### src/inc/pld_pkg.sv
// ---------------------------------------------------------------
// shared constants for the first-loop lock / status pin block
// ---------------------------------------------------------------
package pld_pkg;

	// register port geometry
	localparam int ADDR_W = 9;
	localparam int DATA_W = 8;
	localparam int CNT_W  = 14;
	localparam int R2_W   = 12;
	localparam int ADJ_W  = 5;
	localparam int ERR_W  = 8;

	// register offsets (byte addresses on the plain port)
	localparam logic [ADDR_W-1:0] OFF_THR_HI   = 9'h15c;
	localparam logic [ADDR_W-1:0] OFF_THR_LO   = 9'h15d;
	localparam logic [ADDR_W-1:0] OFF_EXIT_ADJ = 9'h15e;
	localparam logic [ADDR_W-1:0] OFF_PIN_CFG  = 9'h15f;
	localparam logic [ADDR_W-1:0] OFF_R2_HI    = 9'h160;
	localparam logic [ADDR_W-1:0] OFF_R2_LO    = 9'h161;
	localparam logic [ADDR_W-1:0] OFF_IRQ_STAT = 9'h170;
	localparam logic [ADDR_W-1:0] OFF_IRQ_MASK = 9'h171;
	localparam logic [ADDR_W-1:0] OFF_LIVE     = 9'h172;
	localparam logic [ADDR_W-1:0] OFF_WINDOW   = 9'h173;

	// field positions
	localparam int THR_HI_W = 6;
	localparam int R2_HI_W  = 4;
	localparam int SEL_MSB  = 7;
	localparam int SEL_LSB  = 3;
	localparam int TYPE_MSB = 2;
	localparam int TYPE_LSB = 0;
	localparam int WIN_W    = 2;

	// reset values
	localparam logic [THR_HI_W-1:0] RST_THR_HI   = 6'h20;
	localparam logic [7:0]          RST_THR_LO   = 8'h00;
	localparam logic [ADJ_W-1:0]    RST_EXIT_ADJ = 5'h1e;
	localparam logic [4:0]          RST_SRC_SEL  = 5'h01;
	localparam logic [2:0]          RST_IO_TYPE  = 3'h6;
	localparam logic [R2_HI_W-1:0]  RST_R2_HI    = 4'h0;
	localparam logic [7:0]          RST_R2_LO    = 8'h02;
	localparam logic [WIN_W-1:0]    RST_WINDOW   = 2'h3;

	// phase-error windows in ns
	localparam logic [ERR_W-1:0] WIN0_NS = 8'h04;
	localparam logic [ERR_W-1:0] WIN1_NS = 8'h09;
	localparam logic [ERR_W-1:0] WIN2_NS = 8'h13;
	localparam logic [ERR_W-1:0] WIN3_NS = 8'h2b;

	// interrupt bit positions
	localparam int IRQ_W         = 4;
	localparam int IRQ_LOCK_GAIN = 0;
	localparam int IRQ_LOCK_LOST = 1;
	localparam int IRQ_HO_EXIT   = 2;
	localparam int IRQ_LOS_RISE  = 3;

	// status pin source codes
	typedef enum logic [4:0] {
		SRC_LOW = 5'h00, SRC_LOCK1 = 5'h01, SRC_LOCK2 = 5'h02, SRC_LOCK_BOTH = 5'h03,
		SRC_HOLDOVER = 5'h04, SRC_DAC_LOCKED = 5'h05, SRC_RSVD = 5'h06, SRC_READBACK = 5'h07,
		SRC_DAC_RAIL = 5'h08, SRC_DAC_LOW = 5'h09, SRC_DAC_HIGH = 5'h0a,
		SRC_FB1 = 5'h0b, SRC_FB1_HALF = 5'h0c, SRC_FB2 = 5'h0d, SRC_FB2_HALF = 5'h0e,
		SRC_REF1 = 5'h0f, SRC_REF1_HALF = 5'h10, SRC_REF2 = 5'h11, SRC_REF2_HALF = 5'h12
	} pld_src_t;

	// status pin electrical modes
	typedef enum logic [2:0] {
		IO_LOS_IN = 3'h0, IO_LOS_PU = 3'h1, IO_LOS_PD = 3'h2, IO_PUSH = 3'h3,
		IO_PUSH_INV = 3'h4, IO_RSVD = 3'h5, IO_OPEN_DRAIN = 3'h6
	} pld_io_t;

	// holdover exit sequencer, one-hot
	typedef enum logic [2:0] {
		EX_IDLE = 3'b001, EX_WAIT_REF = 3'b010, EX_WAIT_FB = 3'b100
	} pld_exit_t;

	// window code to ns
	function automatic logic [ERR_W-1:0] win_ns(input logic [WIN_W-1:0] code);
		case (code)
			2'h0: win_ns = WIN0_NS;
			2'h1: win_ns = WIN1_NS;
			2'h2: win_ns = WIN2_NS;
			default: win_ns = WIN3_NS;
		endcase
	endfunction

endpackage

### src/core/pld_lock_counter.sv
`timescale 1ns/1ps
`default_nettype none
module pld_lock_counter #(
	parameter int CNT_W = 14
) (
	// clock and reset
	input  wire logic                     clk_sys,
	input  wire logic                     reset_n,
	// configuration
	input  wire logic [CNT_W-1:0]         threshold,
	input  wire logic [pld_pkg::WIN_W-1:0] windowCode,
	// phase comparisons
	input  wire logic                     cmpValid,
	input  wire logic [pld_pkg::ERR_W-1:0] phaseErrNs,
	// result
	output logic                          locked
);
	import pld_pkg::*;

	// ---------------------------------------------------------------
	// state
	// ---------------------------------------------------------------
	typedef struct packed {
		logic [CNT_W-1:0] count;  // consecutive in-window comparisons
		logic             locked; // digital lock flag
	} pld_lc_state_t;

	pld_lc_state_t stQ;  // registered state
	pld_lc_state_t stD;  // next state
	logic          inWin; // this comparison is inside the window
	logic [CNT_W-1:0] cntInc; // count plus one

	assign inWin  = phaseErrNs < win_ns(windowCode);
	assign cntInc = CNT_W'(stQ.count + 1'b1);
	assign locked = stQ.locked;

	// next state: count while in window, drop on any miss
	always_comb begin
		stD = stQ;
		if (cmpValid) begin
			if (inWin) begin
				// saturate so a long lock never wraps back to zero
				if (stQ.count != {CNT_W{1'b1}}) begin
					stD.count = cntInc;
				end
				if (cntInc >= threshold) begin
					stD.locked = 1'b1;
				end
			end else begin
				stD.count  = '0;
				stD.locked = 1'b0;
			end
		end
	end

	// register the state
	always_ff @(posedge clk_sys) begin
		if (!reset_n) begin
			stQ <= '0;
		end else begin
			stQ <= stD;
		end
	end
endmodule
`default_nettype wire

### src/core/pld_status_cfg.sv
// Functional notes
// - 14-bit lock threshold split over two registers
// - lock only after threshold consecutive good comparisons
// - count in-window comparisons, window 4/9/19/43 ns
// - holdover exit restarts reference and feedback dividers
// - signed 5-bit offset skews the two restarts
// - selector bits 7:3 pick status pin source
// - codes 11..18 route divider taps and halves
// - type bits 2:0 set pin input/output mode
// - 12-bit second reference divide split over two
//
// Implementation choice: the strobed register port.
`timescale 1ns/1ps
`default_nettype none
module pld_status_cfg (
	// clock and reset
	input  wire logic                         clk_sys,
	input  wire logic                         reset_n,
	// register port
	input  wire logic [pld_pkg::ADDR_W-1:0]   regAddr,
	input  wire logic [pld_pkg::DATA_W-1:0]   regWdata,
	input  wire logic                         regWr,
	input  wire logic                         regRd,
	output logic      [pld_pkg::DATA_W-1:0]   regRdata,
	// phase detector of the first loop
	input  wire logic                         cmpValid,
	input  wire logic [pld_pkg::ERR_W-1:0]    phaseErrNs,
	// surrounding device state
	input  wire logic                         holdoverActive,
	input  wire logic                         secondLock,
	input  wire logic                         dacLocked,
	input  wire logic                         dacRail,
	input  wire logic                         dacLow,
	input  wire logic                         dacHigh,
	input  wire logic                         readbackBit,
	// divider output taps
	input  wire logic                         firstFbTap,
	input  wire logic                         secondFbTap,
	input  wire logic                         firstRefTap,
	input  wire logic                         secondRefTap,
	// divider restart and configuration
	output logic                              firstRefReset,
	output logic                              firstFbReset,
	output logic      [pld_pkg::R2_W-1:0]     secondRefDivide,
	// status pin
	input  wire logic                         pinIn,
	output logic                              pinOut,
	output logic                              pinOe,
	output logic                              pinPullUp,
	output logic                              pinPullDown,
	output logic                              thirdClockLos,
	// lock and interrupt
	output logic                              firstLock,
	output logic                              irq
);
	import pld_pkg::*;

	// ---------------------------------------------------------------
	// state
	// ---------------------------------------------------------------
	typedef struct packed {
		logic [THR_HI_W-1:0] thrHi;     // threshold upper bits
		logic [7:0]          thrLo;     // threshold lower bits
		logic [ADJ_W-1:0]    exitAdj;   // holdover exit offset
		logic [4:0]          srcSel;    // status pin source
		logic [2:0]          ioType;    // status pin mode
		logic [R2_HI_W-1:0]  r2Hi;      // second ref divide upper
		logic [7:0]          r2Lo;      // second ref divide lower
		logic [WIN_W-1:0]    window;    // phase window code
		logic [IRQ_W-1:0]    irqStat;   // sticky events
		logic [IRQ_W-1:0]    irqMask;   // event enables
		logic [DATA_W-1:0]   rdata;     // read data, one cycle late
		logic                hoPrev;    // holdover last cycle
		logic                lockPrev;  // lock last cycle
		logic                losPrev;   // loss-of-signal last cycle
		logic                los;       // sampled loss-of-signal
		pld_exit_t           exState;   // restart sequencer
		logic [ADJ_W-1:0]    exCount;   // cycles left before second restart
		logic                refRst;    // reference divider restart
		logic                fbRst;     // feedback divider restart
		logic [3:0]          tapPrev;   // divider taps last cycle
		logic [3:0]          tapHalf;   // divided-by-two taps
		logic                pinOut;    // pin output level
		logic                pinOe;     // pin drive enable
	} pld_state_t;

	pld_state_t stQ;      // registered state
	pld_state_t stD;      // next state
	logic [3:0] taps;     // taps in order fb1, fb2, ref1, ref2
	logic       srcVal;   // selected source level
	logic       lockNow;  // lock from the counter
	logic [IRQ_W-1:0] evt; // events this cycle
	logic signed [ADJ_W-1:0] adjS; // offset as signed

	assign taps = {secondRefTap, firstRefTap, secondFbTap, firstFbTap};
	assign adjS = $signed(stQ.exitAdj);

	// ---------------------------------------------------------------
	// lock counter
	// ---------------------------------------------------------------
	pld_lock_counter #(
		.CNT_W     (CNT_W)
	) pld_lock_counter_inst (
		.clk_sys   (clk_sys),
		.reset_n   (reset_n),
		.threshold ({stQ.thrHi, stQ.thrLo}),
		.windowCode(stQ.window),
		.cmpValid  (cmpValid),
		.phaseErrNs(phaseErrNs),
		.locked    (lockNow)
	);

	// ---------------------------------------------------------------
	// source selection
	// ---------------------------------------------------------------
	// pick the level the status pin reports
	always_comb begin
		case (pld_src_t'(stQ.srcSel))
			SRC_LOW:        srcVal = 1'b0;
			SRC_LOCK1:      srcVal = lockNow;
			SRC_LOCK2:      srcVal = secondLock;
			SRC_LOCK_BOTH:  srcVal = lockNow & secondLock;
			SRC_HOLDOVER:   srcVal = holdoverActive;
			SRC_DAC_LOCKED: srcVal = dacLocked;
			SRC_READBACK:   srcVal = readbackBit;
			SRC_DAC_RAIL:   srcVal = dacRail;
			SRC_DAC_LOW:    srcVal = dacLow;
			SRC_DAC_HIGH:   srcVal = dacHigh;
			SRC_FB1:        srcVal = firstFbTap;
			SRC_FB1_HALF:   srcVal = stQ.tapHalf[0];
			SRC_FB2:        srcVal = secondFbTap;
			SRC_FB2_HALF:   srcVal = stQ.tapHalf[1];
			SRC_REF1:       srcVal = firstRefTap;
			SRC_REF1_HALF:  srcVal = stQ.tapHalf[2];
			// shares a path with the second pin's lock source
			SRC_REF2:       srcVal = secondRefTap;
			SRC_REF2_HALF:  srcVal = stQ.tapHalf[3];
			// reserved and undefined codes select a low source level
			default:        srcVal = 1'b0;
		endcase
	end

	// events that feed the sticky status
	always_comb begin
		evt = '0;
		evt[IRQ_LOCK_GAIN] = lockNow & ~stQ.lockPrev;
		evt[IRQ_LOCK_LOST] = ~lockNow & stQ.lockPrev;
		evt[IRQ_HO_EXIT]   = stQ.hoPrev & ~holdoverActive;
		evt[IRQ_LOS_RISE]  = stQ.los & ~stQ.losPrev;
	end

	// ---------------------------------------------------------------
	// next state
	// ---------------------------------------------------------------
	always_comb begin
		stD = stQ;
		stD.hoPrev   = holdoverActive;
		stD.lockPrev = lockNow;
		stD.losPrev  = stQ.los;
		stD.tapPrev  = taps;
		stD.refRst   = 1'b0;
		stD.fbRst    = 1'b0;
		stD.rdata    = '0;

		// halves toggle on each rising tap edge
		for (int i = 0; i < 4; i++) begin
			if (taps[i] && !stQ.tapPrev[i]) begin
				stD.tapHalf[i] = ~stQ.tapHalf[i];
			end
		end

		// pin mode decides drive and what is sensed
		case (pld_io_t'(stQ.ioType))
			IO_LOS_IN, IO_LOS_PU, IO_LOS_PD: begin
				stD.pinOe  = 1'b0;
				stD.pinOut = 1'b0;
				stD.los    = pinIn;
			end
			IO_PUSH: begin
				stD.pinOe  = 1'b1;
				stD.pinOut = srcVal;
				stD.los    = 1'b0;
			end
			IO_PUSH_INV: begin
				stD.pinOe  = 1'b1;
				stD.pinOut = ~srcVal;
				stD.los    = 1'b0;
			end
			IO_OPEN_DRAIN: begin
				// pull low for a zero, release for a one
				stD.pinOe  = ~srcVal;
				stD.pinOut = 1'b0;
				stD.los    = 1'b0;
			end
			default: begin
				// reserved mode leaves the pin floating
				stD.pinOe  = 1'b0;
				stD.pinOut = 1'b0;
				stD.los    = 1'b0;
			end
		endcase

		// holdover exit restarts both dividers, one skewed
		case (stQ.exState)
			EX_IDLE: begin
				if (evt[IRQ_HO_EXIT]) begin
					if (adjS == '0) begin
						stD.refRst = 1'b1;
						stD.fbRst  = 1'b1;
					end else if (adjS > 0) begin
						// reference first, feedback after the offset
						stD.refRst  = 1'b1;
						stD.exCount = stQ.exitAdj;
						stD.exState = EX_WAIT_FB;
					end else begin
						// feedback first, reference after the offset
						stD.fbRst   = 1'b1;
						stD.exCount = ADJ_W'(-adjS);
						stD.exState = EX_WAIT_REF;
					end
				end
			end
			EX_WAIT_FB: begin
				stD.exCount = ADJ_W'(stQ.exCount - 1'b1);
				if (stQ.exCount == ADJ_W'(1)) begin
					stD.fbRst   = 1'b1;
					stD.exState = EX_IDLE;
				end
			end
			EX_WAIT_REF: begin
				stD.exCount = ADJ_W'(stQ.exCount - 1'b1);
				if (stQ.exCount == ADJ_W'(1)) begin
					stD.refRst  = 1'b1;
					stD.exState = EX_IDLE;
				end
			end
			default: begin
				stD.exState = EX_IDLE;
			end
		endcase

		// register writes; reserved bits are not stored
		if (regWr) begin
			case (regAddr)
				OFF_THR_HI:   stD.thrHi   = regWdata[THR_HI_W-1:0];
				OFF_THR_LO:   stD.thrLo   = regWdata;
				OFF_EXIT_ADJ: stD.exitAdj = regWdata[ADJ_W-1:0];
				OFF_PIN_CFG: begin
					stD.srcSel = regWdata[SEL_MSB:SEL_LSB];
					stD.ioType = regWdata[TYPE_MSB:TYPE_LSB];
				end
				OFF_R2_HI:    stD.r2Hi    = regWdata[R2_HI_W-1:0];
				OFF_R2_LO:    stD.r2Lo    = regWdata;
				OFF_IRQ_STAT: stD.irqStat = stQ.irqStat & ~regWdata[IRQ_W-1:0];
				OFF_IRQ_MASK: stD.irqMask = regWdata[IRQ_W-1:0];
				OFF_WINDOW:   stD.window  = regWdata[WIN_W-1:0];
				default: begin
					// unmapped writes are dropped
				end
			endcase
		end
		// a new event wins over a clear in the same cycle
		stD.irqStat = stD.irqStat | evt;

		// register reads, answered next cycle
		if (regRd) begin
			case (regAddr)
				OFF_THR_HI:   stD.rdata = DATA_W'(stQ.thrHi);
				OFF_THR_LO:   stD.rdata = stQ.thrLo;
				OFF_EXIT_ADJ: stD.rdata = DATA_W'(stQ.exitAdj);
				OFF_PIN_CFG:  stD.rdata = {stQ.srcSel, stQ.ioType};
				OFF_R2_HI:    stD.rdata = DATA_W'(stQ.r2Hi);
				OFF_R2_LO:    stD.rdata = stQ.r2Lo;
				OFF_IRQ_STAT: stD.rdata = DATA_W'(stQ.irqStat);
				OFF_IRQ_MASK: stD.rdata = DATA_W'(stQ.irqMask);
				OFF_LIVE:     stD.rdata = DATA_W'({stQ.los, holdoverActive, lockNow});
				OFF_WINDOW:   stD.rdata = DATA_W'(stQ.window);
				default:      stD.rdata = '0;
			endcase
		end
	end

	// ---------------------------------------------------------------
	// registers
	// ---------------------------------------------------------------
	always_ff @(posedge clk_sys) begin
		if (!reset_n) begin
			stQ         <= '0;
			stQ.thrHi   <= RST_THR_HI;
			stQ.thrLo   <= RST_THR_LO;
			stQ.exitAdj <= RST_EXIT_ADJ;
			stQ.srcSel  <= RST_SRC_SEL;
			stQ.ioType  <= RST_IO_TYPE;
			stQ.r2Hi    <= RST_R2_HI;
			stQ.r2Lo    <= RST_R2_LO;
			stQ.window  <= RST_WINDOW;
			stQ.exState <= EX_IDLE;
			// taps already high at release must not look like a rising edge
			stQ.tapPrev <= '1;
		end else begin
			stQ <= stD;
		end
	end

	// ---------------------------------------------------------------
	// outputs
	// ---------------------------------------------------------------
	assign regRdata        = stQ.rdata;
	assign firstRefReset   = stQ.refRst;
	assign firstFbReset    = stQ.fbRst;
	assign secondRefDivide = {stQ.r2Hi, stQ.r2Lo};
	assign pinOut          = stQ.pinOut;
	assign pinOe           = stQ.pinOe;
	// pulls are static from the mode, no timing hazard
	assign pinPullUp       = stQ.ioType == IO_LOS_PU;
	assign pinPullDown     = stQ.ioType == IO_LOS_PD;
	assign thirdClockLos   = stQ.los;
	assign firstLock       = lockNow;
	assign irq             = |(stQ.irqStat & stQ.irqMask);
endmodule
`default_nettype wire

### config.mk
export PLATFORM = sky130hd
export DESIGN_NAME = pld_status_cfg
export DESIGN_NICKNAME = d
export VERILOG_FILES = /design/src/inc/pld_pkg.sv /design/src/core/pld_lock_counter.sv /design/src/core/pld_status_cfg.sv
export SDC_FILE = /design/constraint.sdc
export NUM_CORES = 1
export LEC_CHECK = 0
export BUFFER_PORTS_ARGS = -buffer_cell sky130_fd_sc_hd__buf_2
export CAP_MARGIN = 40
export CORE_MARGIN = 1.5
export CORE_UTILIZATION = 61
export DETAILED_ROUTE_END_ITERATION = 12
export MAX_ROUTING_LAYER = met4
export PLACE_DENSITY = 0.9
export SLEW_MARGIN = 20
export SYNTH_ARGS = -nofsm -noshare
export SYNTH_HDL_FRONTEND = slang
export SYNTH_SLANG_ARGS = --single-unit
### constraint.sdc
create_clock -name clk_sys -period 6.7 [get_ports clk_sys]
set_clock_uncertainty 0.1 [all_clocks]
set_input_delay 0.335 -clock clk_sys [delete_from_list [all_inputs] [get_ports clk_sys]]
set_output_delay 0.335 -clock clk_sys [all_outputs]
set_load 0.01 [all_outputs]
# Word level (Yosys, flattened, before mapping)
# Index checks and enable logic that the tools add are counted.
# totals
input_bits	42
word_cells	147
output_inout_bits	29
reg_bits	96
# op_classes
n_reduce_logical	29
n_bitwise	18
add_sub_neg	3
muxes	22
order_cmp	3
eq_ne	44
# ops
op	n
9-bit equality test, second input constant	10
8-bit one-hot mux with 10 select lines	1
5-bit by 4-bit equality test with 1-bit output, second input constant	8
8-bit two-way mux	3
2-bit AND reduction	12
6-bit one-hot mux with 3 select lines	1
1-bit one-hot mux with 17 select lines	1
5-bit by 3-bit equality test with 1-bit output, second input constant	3
5-bit equality test, second input constant	3
15-bit two-way mux	1
14-bit by 1-bit adder with 14-bit output, second input constant	1
14-bit greater-or-equal comparator	1
14-bit two-way mux	1
14-bit != test, second input constant	1
5-bit by 1-bit equality test with 1-bit output, second input constant	2
5-bit by 2-bit equality test with 1-bit output, second input constant	2
10-bit two-way mux	1
5-bit one-hot mux with 2 select lines	1
3-bit by 2-bit equality test with 1-bit output, second input constant	3
3-bit equality test, second input constant	3
1-bit NOT	9
4-bit AND	2
8-bit by 6-bit < comparator with 1-bit output	1
4-bit two-way mux	2
27 further kinds	46

# Longest topological paths before layout
# Gate-level depths: netlist of the first run.
# depth
word_depth	5
ltp_mapped	11
mapped_depth_nobuf	10

# Cells and area by module
# From an unflattened synthesis of the first run, not the netlist that was laid out.
# unflattened
hier_cells	614
area_unflattened_um2	5515.3
# modules_own_cells
mod	cells_each	area_each_um2	instances	seq_area_each_um2
pld_status_cfg	450	4152.7	1	1621.6
pld_lock_counter	164	1362.6	1	300.3

# Worst setup path after synthesis of the first run
# No wires, ideal clock.
# synth_path
path_kind	reg2reg
from	register pld_lock_counter_inst.stQ[1] (netlist name)
to	register pld_lock_counter_inst.stQ, in the netlist pld_lock_counter_inst.locked
setup_ps	133
setup_slack_ps	4163
period_less_slack_ps	2537
stages_incl_launch_ff	11
arrival_ps	2304
path_buffers	1
required_ps	6467
path_cell_list	dfxtp_1 -> ha_1 -> nand3_1 -> or2_2 -> clkbuf_1 -> nor2_1 -> xnor2_1 -> ha_1 -> a21o_1 -> a211oi_1 -> a311oi_1
# synth_via
elab_chain_len	4
# synth_lines
element	line_no	rtl
start: declaration	pld_lock_counter.sv:28	pld_lc_state_t stQ;
start signal: assignment	pld_lock_counter.sv:61	stQ <= stD;
14-bit by 1-bit adder with 14-bit output	pld_lock_counter.sv:34	assign cntInc = CNT_W'(stQ.count + 1'b1);
14-bit greater-or-equal comparator	pld_lock_counter.sv:46	if (cntInc >= threshold) begin
2-bit != test (no line)	-	
2-bit AND reduction (no line)	-	
# No other way between the ends.
# A chain may end at the register's enable or synchronous reset.

# Worst setup path after layout of the first run
# Same ends and word-level chain as after synthesis.

==> results.yml, run 1 <==
outcome:
  outcome: "finished, final reports clean"
clock_tree:
  clock_path_buffers: 2
  hold_buffers: 0
  cts_resized: 0
  insertion_delay_ps: 370
  tritoncts: "built"
  htreeDepth: 3
  numCtsBuffers: 9
  clk_pin_slew_ps: 100
  cts_sinks: 96
  cts_root_buf: "clkbuf_8"
  postCtsSetupBuffers: 0
worst_setup_path:
  path_max_fanout: 7
  critPathCaptureType: "flop"
  cp.required_ps: 6840
  crit_type: "flop to flop"
  cp-start-kind: "flop"
  arrival_ps: 2920
timing:
  setup_viol: 0
  setup_tns_ps: 0
  post-route-period-util_pct: 41.4
  worst-slew-pin-transition_ps: 833
  max_freq_mhz: 360
  fin_crit_ps: 2780
  hold_violations: 0
  rsz0062_at_grt: "false"
  slew_violations: 0
  maxSlewHeadroom_pct: 44.0
  finalWorstSetupSlack_ps: 3920
global_route:
  grt_antenna_before_repair: 0
  grt_pass1_wl_mm: 20.9
  gr-usage-all-layers_pct: 30.0
  grt-ovfl-total: 0
  grt_max_degree: 44
  grt_pass1_vias: 4481
synth:
  ys_seq_elements: 96
  synth.distinct_cells: 67
  syn_nets: 685
  synth_edf_count: 0
  synth_area_per_cell_um2: 8.57
  synth_top_area_share_pct: 36.1
  yosys-top-cells-area: "dfxtp_1 (36%), mux2i_1 (6.2%), ha_1 (5.4%)"
  synth_cells: 620
  yosysSeqAreaShare_pct: 36.1
  syn_area_mm2: 0.00532
  async_flop_share_pct: 0
  yosys_warnings: 0
  synth_area_leader_cell: "dfxtp_1"
  synth_flop_cell: "dfxtp_1"
finish:
  fillers: 659
  regArea_mm2: 0.00192
  insertedDiodeCount: 0
  multi_input_area_mm2: 0.00301
  drive_above_1_share_pct: 19.0
  area_growth_pct: 7.74
  final_nets: 717
  final_area_mm2: 0.00573
routing:
  drc: 0
  drtAntennaViolNets: 0
  totalWireLength_mm: 12.9
  vias: 4756
  viasPerCell: 6.24
  firstDrtPassIters: 6
  wire_per_inst_um: 16.9
  drt_iter0_markers: 443
floorplan:
  fp.dieH_um: 96.4
  die_x_um: 96.4
  row_count: 33
  coreArea_mm2: 0.00834
  fp.dieArea_mm2: 0.00928
  start_util_pct: 63.7
  pin_count: 71
hold_path:
  holdCritPathClass: "input port to flop"
power:
  powerDensity_mw_per_mm2: 178
  p_leak_nw: 2.28
  power.total_mw: 1.02
  ir_drop_uv: 160
placed_design:
  place_ws_ps: 3960
  dp_hpwl_mm: 9.21
  dpl_cell_area_mm2: 0.00553
  numPortBuffers: 70
  place_congestion: 0.960
run:
  cap_violations: 0
[cell families (layout without fill, tap and decap cells)]
group,count (synthesis),after routing,share of synthesized area [%]
compound gates,121,121,15.7
mux,47,47,10.2
flops,96,96,36.1
xor+xnor,20,20,3.29
fa+ha+maj,23,23,5.41
simple gates,233,233,22.0
buf+inv,80,117,7.25
[area by class of cell]
type,count,area share (%)
flip-flops and latches,96,33.6
well taps,105,2.29
clock inverters,7,1.11
clock buffers,9,2.16
inverters,28,1.83
multi-input cells,444,52.5
repair buffers,73,6.51
[worst paths after layout]
| kind | end | startpoint | slack [ps] | cells past startpoint |
|---|---|---|---|---|
| worst min-delay path | stQ[9] | secondRefTap | 70 | 2 |
| worst min register to register | stQ[37] | stQ[22] | 360 | 2 |
| worst max-delay path | pld_lock_counter_inst.locked | pld_lock_counter_inst.stQ[1] | 3920 | 9 |
| worst max register to register | pld_lock_counter_inst.locked | pld_lock_counter_inst.stQ[1] | 3920 | 9 |
[sequential cells by signal, summed over array words and instances (netlist names)]
signal and count:
stQ 51, pld_lock_counter_inst.stQ 14, secondRefDivide 12, regRdata 8, adjS 5, firstFbReset 1
firstRefReset 1, pinOe 1, pinOut 1, pld_lock_counter_inst.locked 1, thirdClockLos 1
[power by group]
part	internal, mW	switching (mW)
Combinational	0.0301	0.0494
Clock	0.143	0.220
Sequential	0.576	0.00406
[stage by stage]
step	hold slack (ps)	cells	util (%)
after global routing	69.7	762	68.7
after detailed placement	358	745	66.3
after CTS	71.5	761	68.6
final	72.2	762	68.7
after floorplan	336	620	-
after global placement	343	745	66.3
[Yosys cell counts, types with 6 or more instances]
| master | n |
|---|---|
| mux2i_1 | 33 |
| a32o_1 | 6 |
| ha_1 | 23 |
| xnor2_1 | 15 |
| nor2_1 | 72 |
| clkbuf_1 | 23 |
| dfxtp_1 | 96 |
| nand2_1 | 56 |
| o21ai_0 | 29 |
| nand3_1 | 23 |
| mux2_2 | 9 |
| inv_1 | 28 |
| a21oi_1 | 28 |
| nor3_1 | 11 |
| nor2b_1 | 9 |
| a22oi_1 | 12 |
| buf_2 | 6 |
| nand4_1 | 9 |
| nand2b_1 | 11 |
| buf_4 | 20 |
[routing by layer]
layer	wire length, µm	up-vias	global-route usage [%]
li1	-	2238	-
met1	5460	2221	37.5
met2	5820	243	47.2
met3	1150	54	5.77
met4	449	0	13.2
met5	0	-	-
[placed cells by master (no fill, tap or decap), types with 4 or more instances in the layout]
cell type  netlist  routed
nor2_1          72      72
o21ai_0         29      29
buf_2            6      70
a21oi_1         28      28
ha_1            23      23
nand3_1         23      23
o22ai_1          4       4
nand3b_1         4       4
nor3_1          11      11
xor2_1           5       5
a32oi_1          4       4
dfxtp_1         96      96
a22oi_1         12      12
a31o_2           4       4
and2_1           5       5
mux4_2           5       5
mux2_2           9       9
nand2b_1        11      11
xnor2_1         15      15
o211ai_1         4       4
nor2b_1          9       9
nand2_1         56      56
clkbuf_8         0       9
nand4_1          9       9
a32o_1           6       6
a211oi_1         5       5
inv_1           28      28
mux2i_1         33      33
[critical path, cell delays in order, from the launching register on]
cell and delay, ps:
dfxtp_1 430, ha_1 250, nand3_1 240, or2_2 420
nor2_1 230, xnor2_1 150, ha_1 260, a21o_1 160
a211oi_1 280, a311oi_1 140
(Power assumes the default switching activity.)
==> inputs of run 2 (changes only) <==
ABC_AREA = 1   (was unset)
CORE_UTILIZATION = 53   (was 61)
PLACE_DENSITY = 0.83   (was 0.9)
clock period = 2.3 ns   (was 6.7 ns; I/O delays follow)
==> results.yml, run 2 <==
outcome:
  outcome: "finished, violations left"
  violations: "setup timing"
hold_path:
  holdCritPathClass: "input port to flop"
synth:
  synth_most_common_cell: "nand2_1"
  synth.distinct_cells: 41
  synth_flop_cell: "dfxtp_1"
  syn_area_mm2: 0.00555
  yosys-top-cells-area: "dfxtp_1 (35%), nand2_1 (10%), inv_1 (8.1%)"
  synth_common_cells: "nand2_1 (151), inv_1 (120), nor2_1 (113), dfxtp_1 (96), nand3_1 (59)"
  synth_top_area_share_pct: 34.6
  ys_seq_elements: 96
  synth_area_leader_cell: "dfxtp_1"
  synth_area_per_cell_um2: 6.80
  synth_edf_count: 0
  async_flop_share_pct: 0
  syn_nets: 882
  yosysSeqAreaShare_pct: 34.6
  synth_cells: 817
  yosys_warnings: 0
routing:
  viasPerCell: 5.41
  drt_iter0_markers: 423
  drc: 0
  totalWireLength_mm: 14.6
  vias: 5604
  wire_per_inst_um: 14.1
  firstDrtPassIters: 5
  drtAntennaViolNets: 0
clock_tree:
  cts_root_buf: "clkbuf_8"
  insertion_delay_ps: 390
  clk_pin_slew_ps: 100
  cts_sinks: 96
  clock_path_buffers: 2
  htreeDepth: 3
  tritoncts: "built"
  numCtsBuffers: 9
global_route:
  grt-ovfl-total: 0
  gr-usage-all-layers_pct: 27.4
  grt_pass1_wl_mm: 23.6
  grt_max_degree: 47
  grt_pass1_vias: 5159
  grt_antenna_before_repair: 0
timing:
  slew_violations: 0
  post-route-period-util_pct: 103
  max_freq_mhz: 423
  timing.hold.ws_ps: 49.0
  rsz0062_at_grt: "true"
  maxSlewHeadroom_pct: 66.2
  finalWorstSetupSlack_ps: -63.8
  setup_viol: 1
  hold_violations: 0
  fin_crit_ps: 2360
  worst-slew-pin-transition_ps: 503
power:
  switching_share_pct: 31.2
  power.total_mw: 3.70
  ir_drop_uv: 491
  powerDensity_mw_per_mm2: 572
  comb_power_share_pct: 18.9
  p_leak_nw: 3.09
  p_int_mw: 2.55
  power_frac_clock_pct: 32.4
  p_sw_mw: 1.15
  seqPwrFrac_pct: 48.7
finish:
  drive_above_1_share_pct: 18.6
  largest_reg_flops: 51
  insertedDiodeCount: 0
  area_growth_pct: 16.6
  final_nets: 960
  largest_register: "stQ"
  mostFrequentLayoutCell: "nand2_1"
  final_area_mm2: 0.00648
  layout_common_cells: "nand2_1 (142), inv_1 (118), nor2_1 (110)"
worst_setup_path:
  critPathCaptureType: "flop"
  path_max_fanout: 3
  arrival_ps: 2590
  cpPeakStageDelay_ps: 370
  worst_path_most_repeated_cell: "nand2_1"
  crit_chain: "ha_4, nand2_4, nor2_4, nand2_4, buf_6, nor2_4, nand2_2, nand2_2, inv_1, ha_1, nand2_2, nor2_4, inv_2, nor3_2, nand2_1, nand3_1, nand2_1, nand2_1, nand2_1, inv_1"
  cp-start-kind: "flop"
  crit_type: "flop to flop"
  critPathTopFamily: "simple AND/OR/NAND/NOR gates"
  critPathBufInv: 4
  cp.required_ps: 2530
  critPathSlowestCell: "dfxtp_4"
floorplan:
  row_count: 37
  fp.dieArea_mm2: 0.0111
  die_x_um: 105
  start_util_pct: 54.3
  pin_count: 71
  fp.dieH_um: 105
  coreArea_mm2: 0.0102
placed_design:
  dp_hpwl_mm: 10.7
  numPortBuffers: 70
  dpl_cell_area_mm2: 0.00591
  place_congestion: 0.967
run:
  cap_violations: 0
-- run 2: cell families after synthesis --
family,share of synthesized area [%]
fa+ha+maj,5.18
simple gates,30.8
compound gates,15.3
buf+inv,13.0
flops,34.6
xor+xnor,1.10
-- run 2: worst min-delay path: stages --
cell     delay (ps)
buf_2           190
nand2_1         120
a21oi_1          60
-- run 2: power by group through the flow --
stage	logic (mW)	clock network (mW)	registers (mW)
finish	0.702	1.20	1.80
global route	0.804	1.28	1.81
CTS	0.679	1.22	1.80
detailed placement	0.652	0	1.84
global placement	0.636	0	1.83
floorplan	0.484	0	1.82
-- run 2: worst paths after layout --
kind | from | cells past startpoint | endpoint | slack, ps
setup / recovery | pld_lock_counter_inst.stQ[2] | 20 | pld_lock_counter_inst.locked | -60
hold / removal | regWr | 3 | adjS[0] | 50
setup reg to reg | pld_lock_counter_inst.stQ[2] | 20 | pld_lock_counter_inst.locked | -60
hold reg to reg | stQ[21] | 1 | stQ[39] | 340
-- run 2: final cells by class --
class,count,area (µm²)
clock buffer,10,138
clock inverter,6,72.6
fill,945,3750
inverter,124,465
multi-input combinational,558,3020
sequential,96,1930
tap,136,170
timing repair buffer,106,676
-- run 2: metrics by stage --
stage	setup slack (ps)	utilization [%]	TNS (ps)	instances
floorplan	49.9	-	0	817
global placement	12.9	57.7	0	996
detailed placement	-141	57.7	-141	996
CTS	-23.9	61.9	-23.9	1030
global route	-225	63.3	-225	1036
finish	-63.8	63.3	-63.8	1036
-- run 2: what timing repair did --
item / 4_1_cts / 5_1_grt
hold buffers: 16 / 0
buffers inserted: 2 / 6
endpoints found under the setup margin: 1 / 1
hold endpoints to repair: 43 / 0
gates resized for setup: 10 / 34
pin swaps: 5 / 21
-- run 2: layer usage --
layer  vias to the layer above  global-route usage (%)  wire [µm]
li1                       2801                       -          -
met5                         -                       -          0
met2                       206                    45.5       7080
met1                      2557                    32.5       6220
met4                         0                    11.7        457
met3                        40                    5.32        882
==> inputs of run 3 (changes only) <==
CORE_UTILIZATION = 61   (was 53)
PLACE_DENSITY = 0.89   (was 0.83)
clock period = 2.95 ns   (was 2.3 ns; I/O delays follow)
==> results.yml, run 3 (synthesized netlist as in run 2, its figures left out) <==
outcome:
  outcome: "finished, final reports clean"
worst_setup_path:
  cp-start-kind: "flop"
  r2r-start: "pld_lock_counter_inst.stQ[1]"
  rr_worst_depth: 18
  critPathCaptureType: "flop"
  arrival_ps: 2710
  cp.required_ps: 3170
  r2r-end: "pld_lock_counter_inst.locked"
  path_max_fanout: 5
  r2r_slack_ps: 470
  crit_type: "flop to flop"
finish:
  final_nets: 939
  largest_register: "stQ"
  utilization_pct: 69.8
  mostFrequentLayoutCell: "nand2_1"
  area_growth_pct: 10.1
  largest_reg_flops: 51
  final_area_mm2: 0.00611
  drive_above_1_share_pct: 13.8
  layout_common_cells: "nand2_1 (151), inv_1 (120), nor2_1 (113)"
  insertedDiodeCount: 0
timing:
  post-route-period-util_pct: 84.1
  slew_violations: 0
  fin_crit_ps: 2480
  max_freq_mhz: 403
  setup_viol: 0
  rsz0062_at_grt: "false"
  worst-slew-pin-transition_ps: 451
  maxSlewHeadroom_pct: 69.8
  setup_tns_ps: 0
  finalWorstSetupSlack_ps: 468
  timing.hold.ws_ps: 15.4
  hold_violations: 0
clock_tree:
  postCtsSetupBuffers: 0
  htreeDepth: 3
  tritoncts: "built"
  clock_path_buffers: 2
  cts_root_buf: "clkbuf_8"
  cts_resized: 0
  numCtsBuffers: 9
  clk_pin_slew_ps: 110
  cts_sinks: 96
  hold_buffers: 12
  insertion_delay_ps: 380
routing:
  drc: 0
  drtAntennaViolNets: 0
  wl_met1_mm: 5.90
  vias: 5470
  top_layer_used: "met4"
  wire_per_inst_um: 13.9
  firstDrtPassIters: 6
  dr_wl_met3_mm: 1.19
  totalWireLength_mm: 13.7
  wl_met2_mm: 6.19
  drt_iter0_markers: 380
  viasPerCell: 5.54
floorplan:
  row_count: 34
  pin_count: 71
  die_x_um: 98.4
  fp.dieArea_mm2: 0.00969
  fp.dieH_um: 98.4
  start_util_pct: 63.4
  coreArea_mm2: 0.00876
power:
  powerDensity_mw_per_mm2: 454
  ir_drop_uv: 232
  p_leak_nw: 2.93
global_route:
  grt-ovfl-total: 0
  grt_max_degree: 32
  grt_pass1_vias: 5031
  gr-usage-all-layers_pct: 30.0
  grt_pass1_wl_mm: 23.0
  grt_antenna_before_repair: 0
placed_design:
  dp_hpwl_mm: 10.3
  place_congestion: 0.969
  place_ws_ps: 501
  numPortBuffers: 70
  dpl_cell_area_mm2: 0.00581
run:
  cap_violations: 0
hold_path:
  holdCritPathClass: "input port to flop"
  hold_end: "secondRefDivide[4]"
  hold_start: "regWdata[4]"
  min_path_cells: 3
-- run 3: changes by cell type in the layout (fill, tap and decap cells not counted), moves of 4 or more --
cell / change
nand2_2: -7
dfxtp_1: +8
dlygate4sd3_1: -4
buf_4: -14
buf_6: -4
dfxtp_2: -7
nand2_1: +9
-- run 3: area by class of cell --
type | count | area, µm²
Inverter | 124 | 465
Clock inverter | 7 | 60.1
Fill cell | 746 | 2650
Tap cell | 108 | 135
Clock buffer | 9 | 124
Timing Repair Buffer | 85 | 500
Sequential cell | 96 | 1920
Multi-Input combinational cell | 558 | 2910
-- run 3: routing by layer --
metal / GRT usage [%] / vias up
li1: - / 2758
met3: 5.18 / 44
met1: 37.6 / 2396
met4: 12.4 / 0
met5: - / -
met2: 48.1 / 272
-- run 3: report_power, final --
part	internal, mW	switching (mW)
Clock	0.323	0.521
Sequential	1.36	0.0440
Combinational	0.188	0.338
-- run 3: worst max-delay path by stage --
stage                                             from                            to  slack, ps  cells past startpoint
after CTS                 pld_lock_counter_inst.stQ[1]  pld_lock_counter_inst.locked        450                     18
after detailed placement  pld_lock_counter_inst.stQ[1]  pld_lock_counter_inst.locked        500                     18
after global placement    pld_lock_counter_inst.stQ[1]  pld_lock_counter_inst.locked        580                     18
after global routing      pld_lock_counter_inst.stQ[1]  pld_lock_counter_inst.locked        160                     18
final                     pld_lock_counter_inst.stQ[1]  pld_lock_counter_inst.locked        470                     18
after floorplan           pld_lock_counter_inst.stQ[1]  pld_lock_counter_inst.locked        700                     18
-- run 3: critical path: stages, from the launching register on --
cell	delay, ps
dfxtp_1	380
ha_1	200
nand2_1	100
nor2_4	120
nand2_2	110
nor3_1	190
xor2_1	200
inv_1	60
ha_1	270
nand2_1	50
nor2_1	130
inv_1	70
nor3_1	130
nand2_1	70
nand3_1	60
nand2_1	50
nand2_1	50
nand2_1	50
inv_1	40
-- run 3: per-stage QoR --
| step | cells | power (mW) |
|---|---|---|
| after floorplan | 817 | 1.80 |
| after detailed placement | 959 | 1.94 |
| after global placement | 958 | 1.92 |
| final | 987 | 2.77 |
| after global routing | 987 | 2.93 |
| after CTS | 987 | 2.78 |
